===== config.mk =====
export PLATFORM = sky130hd
export DESIGN_NAME = tfw_decoder
export DESIGN_NICKNAME = d
export VERILOG_FILES = /design/src/core/tfw_pkg.sv /design/src/core/tfw_decoder.sv
export SDC_FILE = /design/constraint.sdc
export NUM_CORES = 1
export LEC_CHECK = 0
export BUFFER_PORTS_ARGS = -buffer_cell sky130_fd_sc_hd__clkbuf_2
export CORE_ASPECT_RATIO = 0.8
export CORE_MARGIN = 3
export CORE_UTILIZATION = 45
export CTS_CLUSTER_SIZE = 10
export DETAILED_ROUTE_END_ITERATION = 8
export GPL_TIMING_DRIVEN = 0
export PLACE_DENSITY = 0.8
export SLEW_MARGIN = 20
export SYNTH_ARGS = -nofsm -noshare
export SYNTH_HDL_FRONTEND = slang
export SYNTH_SLANG_ARGS = --single-unit

===== constraint.sdc =====
create_clock -name clk -period 9.13 [get_ports clk]
set_input_delay 1.826 -clock clk [delete_from_list [all_inputs] [get_ports clk]]
set_output_delay 1.826 -clock clk [all_outputs]
set_load 0.1 [all_outputs]

===== src/core/tfw_pkg.sv =====
`default_nettype none
package tfw_pkg;
  localparam int FW_W = 18;
  // Function word field positions.
  localparam int FW_DUP_EXT_HI  = 17;
  localparam int FW_DUP_EXT_LO  = 16;
  localparam int FW_DUP_NINE_HI = 1;
  localparam int FW_DUP_NINE_LO = 0;
  localparam int FW_ADDR_FLAG   = 17;
  localparam int FW_ADDR_ZHI    = 16;
  localparam int FW_ADDR_ZLO    = 6;
  localparam int FW_MOD_HI      = 10;
  localparam int FW_MOD_LO      = 9;
  localparam int FW_OCTAL       = 8;
  localparam int FW_PARITY      = 7;
  localparam int FW_DEN_HI      = 6;
  localparam int FW_DEN_LO      = 5;
  localparam int FW_EXT_ADDR_HI = 4;
  localparam int FW_REUSE_HI    = 2;
  localparam int FW_NINE_HI     = 3;
  localparam int FW_NINE_LO     = 2;
  localparam int SW_W           = 6;
  localparam logic [5:0] NINE_ADDR_BASE = 6'h01;
  localparam logic [5:0] NINE_ADDR_MAX  = 6'h04;
  // Duplex control codes.
  localparam logic [1:0] DUP_NONDUPLEX = 2'h0;
  localparam logic [1:0] DUP_RELEASE   = 2'h1;
  localparam logic [1:0] DUP_REQUEST   = 2'h2;
  localparam logic [1:0] DUP_DEMAND    = 2'h3;
  // Density codes carried in the two density bits.
  localparam logic [1:0] DCODE_200  = 2'h0;
  localparam logic [1:0] DCODE_556  = 2'h2;
  localparam logic [1:0] DCODE_800  = 2'h1;
  localparam logic [1:0] DCODE_KEEP = 2'h3;
  // Modulus bases and the redundant octal zero frame.
  localparam logic [3:0] MOD7_BASE = 4'h3;
  localparam logic [3:0] MOD9_BASE = 4'h2;
  localparam logic [6:0] OCT_ZERO_FRAME = 7'h38;
  localparam logic [2:0] OCT_ZERO_HALVES = 3'h7;
  typedef enum logic [2:0] {
    MODE_BASIC7 = 3'h1,
    MODE_EXT7   = 3'h2,
    MODE_NINE   = 3'h4
  } tfw_mode_t;
  typedef enum logic [1:0] {
    DEN_200  = 2'h0,
    DEN_556  = 2'h1,
    DEN_800  = 2'h2,
    DEN_1600 = 2'h3
  } tfw_density_t;
  typedef enum logic [2:0] {
    CTL_FREE      = 3'h1,
    CTL_HELD      = 3'h2,
    CTL_RELEASING = 3'h4
  } tfw_ctl_t;
endpackage : tfw_pkg
`default_nettype wire


===== src/core/tfw_decoder.sv =====
// Summary of operation
// - Nine-track words get zeros in bits the narrower interface lacks.
// - Bit 8 set in seven-track modes records each octal digit twice.
// - Redundant octal forces odd parity; zero digit becomes 0 111 000.
// - Reading redundant octal ORs both frame halves; 111 000 reads as zero.
// - Bit 8 clear packs two digits per frame with selected parity.
// - Seven-track bit 7 selects odd (one) or even (zero) parity.
// - Nine-track bit 7 selects phase encoding (one) or NRZI (zero).
// - NRZI/PE sampled on writes at load point, kept per transport.
// - Basic seven-track bit 6 selects 556 or 200 frames per inch.
// - Extended mode bits 6,5 give 200, 556, 800 or keep density.
// - Nine-track NRZI uses extended density codes; PE forces 1600.
// - Basic mode address word: bit 17 set, rest zero, code low.
// - Transport chosen by matching its address switch to the code.
// - Extended mode addresses in bits 4-0; zero low bits reuse last.
// - Nine-track addresses in bits 3,2; switches above 4 unreachable.
// - Duplex control only in extended seven-track and nine-track modes.
// - Non-duplex words start operations: from the controller only, or from any source in basic mode.
// - Non-duplex word from non-controller gets not-in-control interrupt.
// - Release by controller drops control after the current operation.
// - Release from a non-controller is ignored without response.
// - Duplex code in bits 17,16 (extended) or 1,0 (nine-track).
// - Modulus taken from bits 10,9 in all modes.
`default_nettype none
module tfw_decoder
  import tfw_pkg::*;
#(
  parameter int NTR     = 4,
  parameter int WORD_W  = 36,
  parameter int IFACE_W = 36
)(
  // Clock and reset.
  input  wire logic                   clk,
  input  wire logic                   resetn,
  // Static configuration.
  input  wire tfw_mode_t              mode,
  // Function word channel.
  input  wire logic                   fw_valid,
  input  wire logic                   fw_src,
  input  wire logic [FW_W-1:0]        fw_word,
  input  wire logic                   op_is_write,
  input  wire logic                   op_busy,
  // Transport pins.
  input  wire logic [NTR*SW_W-1:0]    addr_switch,
  input  wire logic [NTR-1:0]         load_point,
  input  wire logic                   tape_pe_found,
  // Frame data.
  input  wire logic                   wr_valid,
  input  wire logic [5:0]             wr_char,
  input  wire logic                   rd_valid,
  input  wire logic [6:0]             rd_frame,
  input  wire logic [WORD_W-1:0]      wr_word,
  // Decoded command.
  output logic                        cmd_start_q,
  output logic                        cmd_src_q,
  output logic                        sel_valid_q,
  output logic [$clog2(NTR)-1:0]      sel_transport_q,
  output logic                        redundant_q,
  output logic                        odd_parity_q,
  output logic                        pe_mode_q,
  output tfw_density_t                density_q,
  output logic [1:0]                  modulus_q,
  output logic [3:0]                  frames_per_word_q,
  // Status interrupt and control ownership.
  output logic                        int_valid_q,
  output logic                        int_dest_q,
  output logic                        int_in_control_q,
  output logic                        int_not_in_control_q,
  output logic                        owner_valid_q,
  output logic                        owner_q,
  // Formatted frames.
  output logic                        wr_frame_valid_q,
  output logic [6:0]                  wr_frame_q,
  output logic                        rd_char_valid_q,
  output logic [5:0]                  rd_char_q,
  output logic [WORD_W-1:0]           nine_word_q
);
  localparam int NTR_W = $clog2(NTR);
  localparam logic [WORD_W-1:0] IFACE_MASK = {WORD_W{1'b1}} >> (WORD_W - IFACE_W);

  // Picks the lowest transport whose switch equals the code.
  function automatic logic [NTR_W:0] tfw_match(input logic [5:0] code,
                                               input logic [NTR*SW_W-1:0] sw,
                                               input logic lim);
    logic [NTR_W:0] r;
    r = '0;
    for (int i = NTR - 1; i >= 0; i--)
    begin
      if (sw[i*SW_W +: SW_W] == code && (!lim || sw[i*SW_W +: SW_W] <= NINE_ADDR_MAX))
        r = {1'b1, NTR_W'(i)};
    end
    return r;
  endfunction : tfw_match

  function automatic logic tfw_par(input logic [5:0] x, input logic odd);
    return odd ? ~(^x) : ^x;
  endfunction : tfw_par

  logic [NTR*SW_W-1:0] sw_s1_q, sw_s2_q;
  logic [NTR-1:0]      lp_s1_q, lp_s2_q;
  logic                pe_s1_q, pe_s2_q;

  always_ff @(posedge clk)
  begin
    if (!resetn)
    begin
      sw_s1_q <= '0;
      sw_s2_q <= '0;
      lp_s1_q <= '0;
      lp_s2_q <= '0;
      pe_s1_q <= 1'b0;
      pe_s2_q <= 1'b0;
    end
    else
    begin
      sw_s1_q <= addr_switch;
      sw_s2_q <= sw_s1_q;
      lp_s1_q <= load_point;
      lp_s2_q <= lp_s1_q;
      pe_s1_q <= tape_pe_found;
      pe_s2_q <= pe_s1_q;
    end
  end

  tfw_ctl_t            ctl_q, ctl_d;
  logic                owner_d, cmd_start_d, sel_valid_d, redundant_d, odd_d, pe_mode_d;
  logic                int_valid_d, int_dest_d, int_in_d, int_not_d;
  logic [NTR_W-1:0]    sel_d;
  logic [NTR-1:0]      pe_tr_q, pe_tr_d;
  tfw_density_t        density_d;
  logic [1:0]          modulus_d, dup, dcode;
  logic [3:0]          fpw_d;
  logic                duplex_en, owner_ok, accept;
  logic [NTR_W:0]      hit;

  always_comb
  begin
    ctl_d       = ctl_q;
    owner_d     = owner_q;
    cmd_start_d = 1'b0;
    sel_valid_d = sel_valid_q;
    sel_d       = sel_transport_q;
    redundant_d = redundant_q;
    odd_d       = odd_parity_q;
    pe_mode_d   = pe_mode_q;
    pe_tr_d     = pe_tr_q;
    density_d   = density_q;
    modulus_d   = modulus_q;
    fpw_d       = frames_per_word_q;
    int_valid_d = 1'b0;
    int_dest_d  = int_dest_q;
    int_in_d    = 1'b0;
    int_not_d   = 1'b0;
    hit         = '0;
    accept      = 1'b0;
    duplex_en   = (mode != MODE_BASIC7);
    dup = (mode == MODE_EXT7) ? fw_word[FW_DUP_EXT_HI:FW_DUP_EXT_LO]
                              : fw_word[FW_DUP_NINE_HI:FW_DUP_NINE_LO];
    owner_ok = !duplex_en || (ctl_q != CTL_FREE && owner_q == fw_src);
    dcode    = fw_word[FW_DEN_HI:FW_DEN_LO];
    if (ctl_q == CTL_RELEASING && !op_busy)
      ctl_d = CTL_FREE;
    if (fw_valid && mode == MODE_BASIC7 && fw_word[FW_ADDR_FLAG]
        && fw_word[FW_ADDR_ZHI:FW_ADDR_ZLO] == '0)
    begin
      hit         = tfw_match(fw_word[SW_W-1:0], sw_s2_q, 1'b0);
      sel_valid_d = hit[NTR_W];
      sel_d       = hit[NTR_W-1:0];
    end
    else if (fw_valid && (!duplex_en || dup == DUP_NONDUPLEX))
    begin
      if (owner_ok)
      begin
        if (mode == MODE_EXT7)
        begin
          if (fw_word[FW_REUSE_HI:0] != '0)
          begin
            hit = tfw_match({1'b0, fw_word[FW_EXT_ADDR_HI:0]}, sw_s2_q, 1'b0);
            sel_valid_d = hit[NTR_W];
            sel_d       = hit[NTR_W-1:0];
          end
        end
        else if (mode == MODE_NINE)
        begin
          hit = tfw_match(6'(fw_word[FW_NINE_HI:FW_NINE_LO]) + NINE_ADDR_BASE,
                          sw_s2_q, 1'b1);
          sel_valid_d = hit[NTR_W];
          sel_d       = hit[NTR_W-1:0];
        end
        accept      = sel_valid_d;
        cmd_start_d = accept;
        modulus_d   = fw_word[FW_MOD_HI:FW_MOD_LO];
        if (mode == MODE_NINE)
        begin
          redundant_d = 1'b0;
          odd_d       = 1'b1;
          fpw_d       = MOD9_BASE + 4'(modulus_d);
          if (accept && op_is_write && lp_s2_q[sel_d])
            pe_tr_d[sel_d] = fw_word[FW_PARITY];
          pe_mode_d = op_is_write ? pe_tr_d[sel_d] : pe_s2_q;
          if (fw_word[FW_PARITY])
            density_d = DEN_1600;
        end
        else
        begin
          redundant_d = fw_word[FW_OCTAL];
          odd_d       = fw_word[FW_OCTAL] | fw_word[FW_PARITY];
          pe_mode_d   = 1'b0;
          fpw_d       = (MOD7_BASE + 4'(modulus_d)) << redundant_d;
        end
        if (mode == MODE_BASIC7)
          density_d = fw_word[FW_DEN_HI] ? DEN_556 : DEN_200;
        else if (!(mode == MODE_NINE && fw_word[FW_PARITY]))
        begin
          unique case (dcode)
            DCODE_200: density_d = DEN_200;
            DCODE_556: density_d = DEN_556;
            DCODE_800: density_d = DEN_800;
            DCODE_KEEP: density_d = density_q;
          endcase
        end
      end
      else
      begin
        int_valid_d = 1'b1;
        int_dest_d  = fw_src;
        int_not_d   = 1'b1;
      end
    end
    else if (fw_valid && dup == DUP_RELEASE)
    begin
      if (ctl_q == CTL_HELD && owner_q == fw_src)
        ctl_d = op_busy ? CTL_RELEASING : CTL_FREE;
    end
    else if (fw_valid && dup == DUP_REQUEST)
    begin
      if (ctl_q == CTL_FREE || owner_q == fw_src)
      begin
        ctl_d       = CTL_HELD;
        owner_d     = fw_src;
        int_valid_d = 1'b1;
        int_dest_d  = fw_src;
        int_in_d    = 1'b1;
      end
    end
    else if (fw_valid)
    begin
      if (ctl_q != CTL_FREE && owner_q != fw_src)
      begin
        int_valid_d = 1'b1;
        int_dest_d  = owner_q;
        int_not_d   = 1'b1;
      end
      ctl_d   = CTL_HELD;
      owner_d = fw_src;
    end
  end

  always_ff @(posedge clk)
  begin
    if (!resetn)
    begin
      ctl_q                <= CTL_FREE;
      owner_q              <= 1'b0;
      cmd_start_q          <= 1'b0;
      cmd_src_q            <= 1'b0;
      sel_valid_q          <= 1'b0;
      sel_transport_q      <= '0;
      redundant_q          <= 1'b0;
      odd_parity_q         <= 1'b1;
      pe_mode_q            <= 1'b0;
      pe_tr_q              <= '0;
      density_q            <= DEN_200;
      modulus_q            <= '0;
      frames_per_word_q    <= MOD7_BASE;
      int_valid_q          <= 1'b0;
      int_dest_q           <= 1'b0;
      int_in_control_q     <= 1'b0;
      int_not_in_control_q <= 1'b0;
      owner_valid_q        <= 1'b0;
    end
    else
    begin
      ctl_q                <= ctl_d;
      owner_valid_q        <= (ctl_d != CTL_FREE);
      owner_q              <= owner_d;
      cmd_start_q          <= cmd_start_d;
      cmd_src_q            <= cmd_start_d ? fw_src : cmd_src_q;
      sel_valid_q          <= sel_valid_d;
      sel_transport_q      <= sel_d;
      redundant_q          <= redundant_d;
      odd_parity_q         <= odd_d;
      pe_mode_q            <= pe_mode_d;
      pe_tr_q              <= pe_tr_d;
      density_q            <= density_d;
      modulus_q            <= modulus_d;
      frames_per_word_q    <= fpw_d;
      int_valid_q          <= int_valid_d;
      int_dest_q           <= int_dest_d;
      int_in_control_q     <= int_in_d;
      int_not_in_control_q <= int_not_d;
    end
  end

  logic [6:0]        wr_frame_d;
  logic [5:0]        rd_char_d;
  logic [2:0]        rd_digit;
  logic [WORD_W-1:0] nine_word_d;

  always_comb
  begin
    if (redundant_q)
      wr_frame_d = (wr_char[2:0] == '0) ? OCT_ZERO_FRAME
                 : {tfw_par({2{wr_char[2:0]}}, 1'b1), {2{wr_char[2:0]}}};
    else
      wr_frame_d = {tfw_par(wr_char, odd_parity_q), wr_char};
    rd_digit = ({rd_frame[5:3], rd_frame[2:0]} == OCT_ZERO_FRAME[5:0]) ? '0
             : (rd_frame[5:3] | rd_frame[2:0]);
    rd_char_d   = redundant_q ? {3'h0, rd_digit} : rd_frame[5:0];
    nine_word_d = wr_word & IFACE_MASK;
  end

  always_ff @(posedge clk)
  begin
    if (!resetn)
    begin
      wr_frame_valid_q <= 1'b0;
      wr_frame_q       <= '0;
      rd_char_valid_q  <= 1'b0;
      rd_char_q        <= '0;
      nine_word_q      <= '0;
    end
    else
    begin
      wr_frame_valid_q <= wr_valid;
      wr_frame_q       <= wr_frame_d;
      rd_char_valid_q  <= rd_valid;
      rd_char_q        <= rd_char_d;
      nine_word_q      <= nine_word_d;
    end
  end
endmodule : tfw_decoder
`default_nettype wire


======== After elaboration in Yosys (flattened, before gate mapping) ========
Cells that the tools add are included.
cells by class
  shift-type cells ........................ 1
  equality and inequality tests ........... 36
  mux-type cells .......................... 90
  order comparisons ....................... 6
  bitwise gates (word level) .............. 9
  reductions and logical operators ........ 44
  add/subtract/negate cells ............... 3
operator list
  operator             number
  $mux 3               23
  $mux 1               40
  $mux 2               14
  $eq 6x3->1           4
  $eq 6x5->1           4
  $eq 6x6->1           4
  $le 6x3->1 const B   4
  $mux 4               6
  $logic_and 1x1->1    18
  $mux 7               2
  $reduce_and 6->1     2
  $reduce_xor 6->1     2
  $logic_not 11->1     1
  $ne 3x1->1 const B   3
  $ne 3x3->1 const B   3
  $reduce_bool 3->1    3
  $not 1->1            7
  $add 2x2->3 const A  2
  $eq 2x2->1 const B   3
  $eq 3x1->1 const B   2
  $eq 3x2->1 const B   2
  $eq 3x3->1 const B   2
  $eq 6x6->1 const B   1
  $pmux 2 s3           1
  other kinds (26)     36
word-level totals
  flip-flop bits (word level) ............. 138
  output and inout port bits .............. 73
  word-level logic and storage cells ...... 219

======== Depth between registers and ports, before layout ========
  word-level depth ........................ 26
  depth in mapped cells ................... 11
  mapped depth without buffers ............ 10

======== Least setup slack after synthesis ========
Ideal clock, no wire load.
  kind .................................... input to register
  start ................................... input fw_word[2]
  end ..................................... register pe_mode_q
  stages on the path ...................... 11
  setup time .............................. 0.114 ns
  setup slack ............................. 5.009 ns
  arrival ................................. 4.007 ns
  buffers on the path ..................... 1
  path through ............................ ha_1 -> buf_2 -> nor2b_1 -> a31oi_1 -> nor3_1 -> a211oi_2 -> nor3_4 -> mux2i_1 -> mux2i_1 -> a41oi_1 -> a21bo_1
between the ends
  cells in the longest elaborated chain, start to end .. 26
  elaborated cells between the ends (all ways) .. 53
ends and longest elaborated chain
  element                         RTL line            RTL
  from (decl)                     tfw_decoder.sv:40   input wire logic [FW_W-1:0] fw_word,
  $add 2x1->3                     tfw_decoder.sv:185  hit = tfw_match(6'(fw_word[FW_NINE_HI:FW_NINE_LO]) + NINE_ADDR_BASE,
  $eq 6x3->1                      tfw_decoder.sv:89   if (sw[i*SW_W +: SW_W] == code && (!lim || sw[i*SW_W +: SW_W] <= NINE_ADDR_MAX))
  $logic_and 1x1->1               tfw_decoder.sv:89
  $mux 3 (4 in a row)             tfw_decoder.sv:89
  $mux 2                          tfw_decoder.sv:183  else if (mode == MODE_NINE)
  $mux 2                          tfw_decoder.sv:174  if (mode == MODE_EXT7)
  $mux 2                          tfw_decoder.sv:172  if (owner_ok)
  $mux 2                          tfw_decoder.sv:170  else if (fw_valid && (!duplex_en || dup == DUP_NONDUPLEX))
  [7 not listed]                  n/a
  $mux 4                          tfw_decoder.sv:193  if (mode == MODE_NINE)
  $mux 4                          tfw_decoder.sv:172
  $mux 4                          tfw_decoder.sv:170
  $mux 4                          tfw_decoder.sv:163  if (fw_valid && mode == MODE_BASIC7 && fw_word[FW_ADDR_FLAG]
  $bmux 1 s2 *                    tfw_decoder.sv:200  pe_mode_d = op_is_write ? pe_tr_d[sel_d] : pe_s2_q;
  $mux 1 (implied by the code) *  tfw_decoder.sv:200
  $mux 1 *                        tfw_decoder.sv:200
  $mux 1 *                        tfw_decoder.sv:193
  to (signal assigned)            tfw_decoder.sv:293  pe_mode_q <= pe_mode_d;
  to (decl)                       tfw_decoder.sv:60   output logic pe_mode_q,
Every way passes the cells marked *; elsewhere a longest branch is shown, timed or not. The select of a mux whose other input is x is not followed.
A chain may end at the register's enable or synchronous reset.

======== Final worst setup path ========
  start ................................... input fw_word[3]
  end ..................................... register pe_mode_q
The elaborated chain is that of the path after synthesis.

==> results.md <==
- The remaining antenna violation count after routing is 0.
- The vertical extent of the die is 103 um.
- Max-cap violations in this run came to 0.
- The cell type of the slowest stage on the worst timing path is sky130_fd_sc_hd__nor3_4.
- The peak fanout along the critical path is 9.
- Power spread over the standard cell area amounts to between 200 and 250 nW/um^2.
- The number of synthesized register bits is about 140.
- Once detailed placement completed, the half-perimeter wirelength came to 10.3 mm.
- The number of gates resized after CTS is 0.
- The number of input and output port buffers inserted is 173.
- The mean instance size in the synthesized netlist is 9.56 um^2.
- The clock sink count is between 100 and 150.
- The worst hold path belongs to the class reg -> reg.
- The cell count after synthesis came out at roughly 560.
- The number of clock buffers added by TritonCTS is 17.
- The area of the die is approximately 13000 um^2.
- The critical path in this run is classified as in -> reg.
- Dividing the detail-routed via count by the number of cells gives 5.05.
- The total leakage power is 3.11 nW.
- The commonest cells after synthesis are 138 x sky130_fd_sc_hd__dfxtp_1, 102 x sky130_fd_sc_hd__and2_1, 39 x sky130_fd_sc_hd__nand2_1.
- The minimum clock period after layout is 4.36 ns.
- The flow ran to the end, and the final reports show no timing, DRC or antenna violations.
- Of the cells placed in the final design, the portion with a size suffix greater than 1 is 0.282.
- The final total negative setup slack is 0 ns.
- The area of the core region is between 10000 and 15000 um^2.
- TritonCTS built the clock tree.
- The number of setup buffers added after CTS is 0.
- In this run, post-CTS hold repair placed 0 buffers.
- The slew of the pin with the lowest slew margin is 0.692 ns.
- The I/O pin count is 180.
- Data arrives at the worst endpoint at roughly 4.7 ns.
- The ratio of final minimum period to clock period is 0.477.
- The number of flops mapped to enable cells by yosys is 0.
- Setup violations remaining at the end of the flow were counted as 0.
- The aggregate global-route resource usage is 0.211.
- In the post-synthesis netlist, the biggest area contributors are sky130_fd_sc_hd__dfxtp_1 52%, sky130_fd_sc_hd__and2_1 12%, sky130_fd_sc_hd__xnor2_1 3.5%.
- The initial utilization of the core area, before any placement, comes to 0.474.
- The number of antenna cells inserted is 0.
- Summing over every cut layer, the via total after detailed routing is between 4000 and 5000.
- The worst setup path is launched from an input port.
- The routed wire length is 13.8 mm.
- Yosys printed 0 warnings.
- The total global routing overflow is 0.
- The hold violation total from the final report is 0.
- The worst-case headroom to the max-slew limit is 0.537.
- The insertion delay to the later sink of the worst-skew pair is slightly above 0.4 ns.
- The clock passes through at most 2 buffers.
- Setup repair after global routing left no endpoint under its margin.
- The die extent in x is 127 um.
- The signal on the critical path passes through clkbuf_2 -> ha_1 -> buf_2 -> nor2b_1 -> a31oi_1 -> nor3_1 -> a211oi_2 -> nor3_4 -> mux2i_1 -> mux2i_1 -> a41oi_1 -> a21bo_1.
- The library cell appearing most often on the critical path is sky130_fd_sc_hd__mux2i_1.
- The detailed-route DRC error count is 0.
- The number of global-route vias before repair came to approximately 4500.
- The clock arrives with between 0.008 and 0.009 ns of skew.
- The register area share after synthesis is 0.521.
- Counting distinct cell types in the post-synthesis netlist gives 58.
- sky130_fd_sc_hd__dfxtp_1 is the most common cell in the netlist.
- The routed length per placed instance is 15.2 um.
- The first TritonRoute pass finished after 5 iterations.
- The clock tree root buffer cell is sky130_fd_sc_hd__clkbuf_16.
- The share of synthesized area in the top cell type comes to 0.521.
- The initial antenna violation count came to 0.
- After synthesis, the share of flip-flops with an asynchronous set or reset is 0.
- The combined area of all synthesized cells is ~5300 um^2.
- The maximum vdd ir drop is roughly 0.20 mV.
- In this run, the number of DRC markers left after iteration 0 of detailed routing was 298.
- For this run, the slowest stage of the critical path takes around 0.42 ns.
- The final RePlAce weighted congestion is 0.966.
- The site row count is 34.
- The nature of the critical path endpoint is a flip-flop.
- At the end of the flow, the number of nets in the layout was 857.
- The most used flip-flop cell after synthesis is sky130_fd_sc_hd__dfxtp_1.
- The H-tree was split into 4 levels.
- Entering global routing, the biggest net connects 17 pins.
- The first global-routing pass estimated 21.7 mm of wire.
- The largest area contributor in the synthesized netlist is sky130_fd_sc_hd__dfxtp_1.
- The final count of pins violating max slew came to 0.
- Measured on the finished design, the core utilization comes to 0.619.
- Counting every net in the synthesized netlist gives 665.
- The clock edge transition at the registers on the reported setup and hold paths is 0.06 ns.
- Derived from the worst setup path, the maximum achievable clock frequency is 229 MHz.
- Relative to the synthesized area, the layout overhead comes to 30.7%.
- The required time reported for the critical path endpoint is 9.43 ns.
[logic make-up after synthesis]
kind of cell | after synthesis | synth area share
simple gates | 248 | 0.261
flops | 138 | 0.521
compound gates | 77 | 0.0920
buf+inv | 39 | 0.0323
xor+xnor | 33 | 0.0545
mux | 17 | 0.0323
fa+ha+maj | 3 | 0.00708
[final timing paths]
kind | start | endpoint | slack, ns | cells past startpoint
max | fw_word[3] | pe_mode_q$_SDFFE_PN0P_ | 4.77 | 12
min | sw_s1_q[9]$_SDFF_PN0_ | sw_s2_q[9]$_SDFF_PN0_ | 0.43 | 1
max reg2reg | sw_s2_q[6]$_SDFF_PN0_ | pe_mode_q$_SDFFE_PN0P_ | 6.31 | 9
min reg2reg | sw_s1_q[9]$_SDFF_PN0_ | sw_s2_q[9]$_SDFF_PN0_ | 0.43 | 1
[layer usage]
metal / GRT usage / wire [um] / part of all wire / vias up
met1: 0.268 / 5890 / 0.43 / 2068
met5: 0 / 0 / 0 / -
li1: - / - / - / 2256
met2: 0.338 / 6360 / 0.46 / 212
met3: 0.0715 / 1280 / 0.093 / 20
met4: 0.0709 / 220 / 0.016 / 0
[critical path: cells and delay by family]
kind	cells	cell delay, ns
and+or+nand+nor	3	1.03
muxes	2	0.49
buffers and inverters	2	0.33
adders and majority gates	1	0.28
AOI/OAI and AO/OA	4	0.70
[power breakdown]
part / internal (mW) / switching (mW) / total [mW]
clock network: 0.410 / 0.259 / 0.668
registers: 0.631 / 0.0120 / 0.643
logic: 0.0666 / 0.187 / 0.253
total: 1.11 / 0.457 / 1.56
[placed cells by master (no fill, tap or decap), types with 4 or more instances in the layout]
cell type	synthesis	final
sky130_fd_sc_hd__a21oi_1	26	26
sky130_fd_sc_hd__and2_1	102	102
sky130_fd_sc_hd__clkbuf_1	21	21
sky130_fd_sc_hd__clkbuf_16	0	17
sky130_fd_sc_hd__clkbuf_2	0	173
sky130_fd_sc_hd__dfxtp_1	138	138
sky130_fd_sc_hd__inv_1	12	12
sky130_fd_sc_hd__inv_6	0	4
sky130_fd_sc_hd__mux2i_1	16	16
sky130_fd_sc_hd__nand2_1	39	39
sky130_fd_sc_hd__nand3_1	8	8
sky130_fd_sc_hd__nor2_1	38	38
sky130_fd_sc_hd__nor2b_1	6	6
sky130_fd_sc_hd__nor3_1	19	19
sky130_fd_sc_hd__nor3b_1	6	6
sky130_fd_sc_hd__o211ai_1	4	4
sky130_fd_sc_hd__o21ai_0	17	17
sky130_fd_sc_hd__xnor2_1	21	21
sky130_fd_sc_hd__xor2_1	12	12
[sequential cells by signal, indices dropped and copies added, names as in the netlist, 2 cells and up]
signal             flops
sw_s2_q               24
sw_s1_q               24
pe_tr_q                4
lp_s1_q                4
sel_transport_q        2
nine_word_q           36
wr_frame_q             7
rd_char_q              6
frames_per_word_q      4
lp_s2_q                4
modulus_q              2
ctl_q                  3
density_q              2
[metrics by stage]
| step | cell area, um^2 | hold slack [ns] | std cells | setup slack (ns) | total power [mW] |
|---|---|---|---|---|---|
| 5_1_grt | 6930 | 0.448 | 903 | 4.54 | 1.62 |
| 3_3_place_gp | 6350 | 0.420 | 872 | 4.48 | 0.901 |
| 3_5_place_dp | 6350 | 0.419 | 872 | 4.42 | 0.908 |
| 4_1_cts | 6930 | 0.433 | 903 | 4.82 | 1.57 |
| 2_1_floorplan | 5300 | 0.412 | 555 | 5.01 | 0.845 |
| 6_report | 6930 | 0.431 | 903 | 4.77 | 1.56 |
[layout make-up]
| class | instances | area (um^2) |
|---|---|---|
| multi-input combinational | 378 | 2370 |
| fill | 915 | 4260 |
| tap | 144 | 180 |
| timing repair buffer | 173 | 866 |
| inverter | 12 | 45.0 |
| buffer | 27 | 126 |
| clock inverter | 13 | 141 |
| sequential | 138 | 2760 |
| clock buffer | 18 | 439 |
Power figures use the tool's default switching activity.
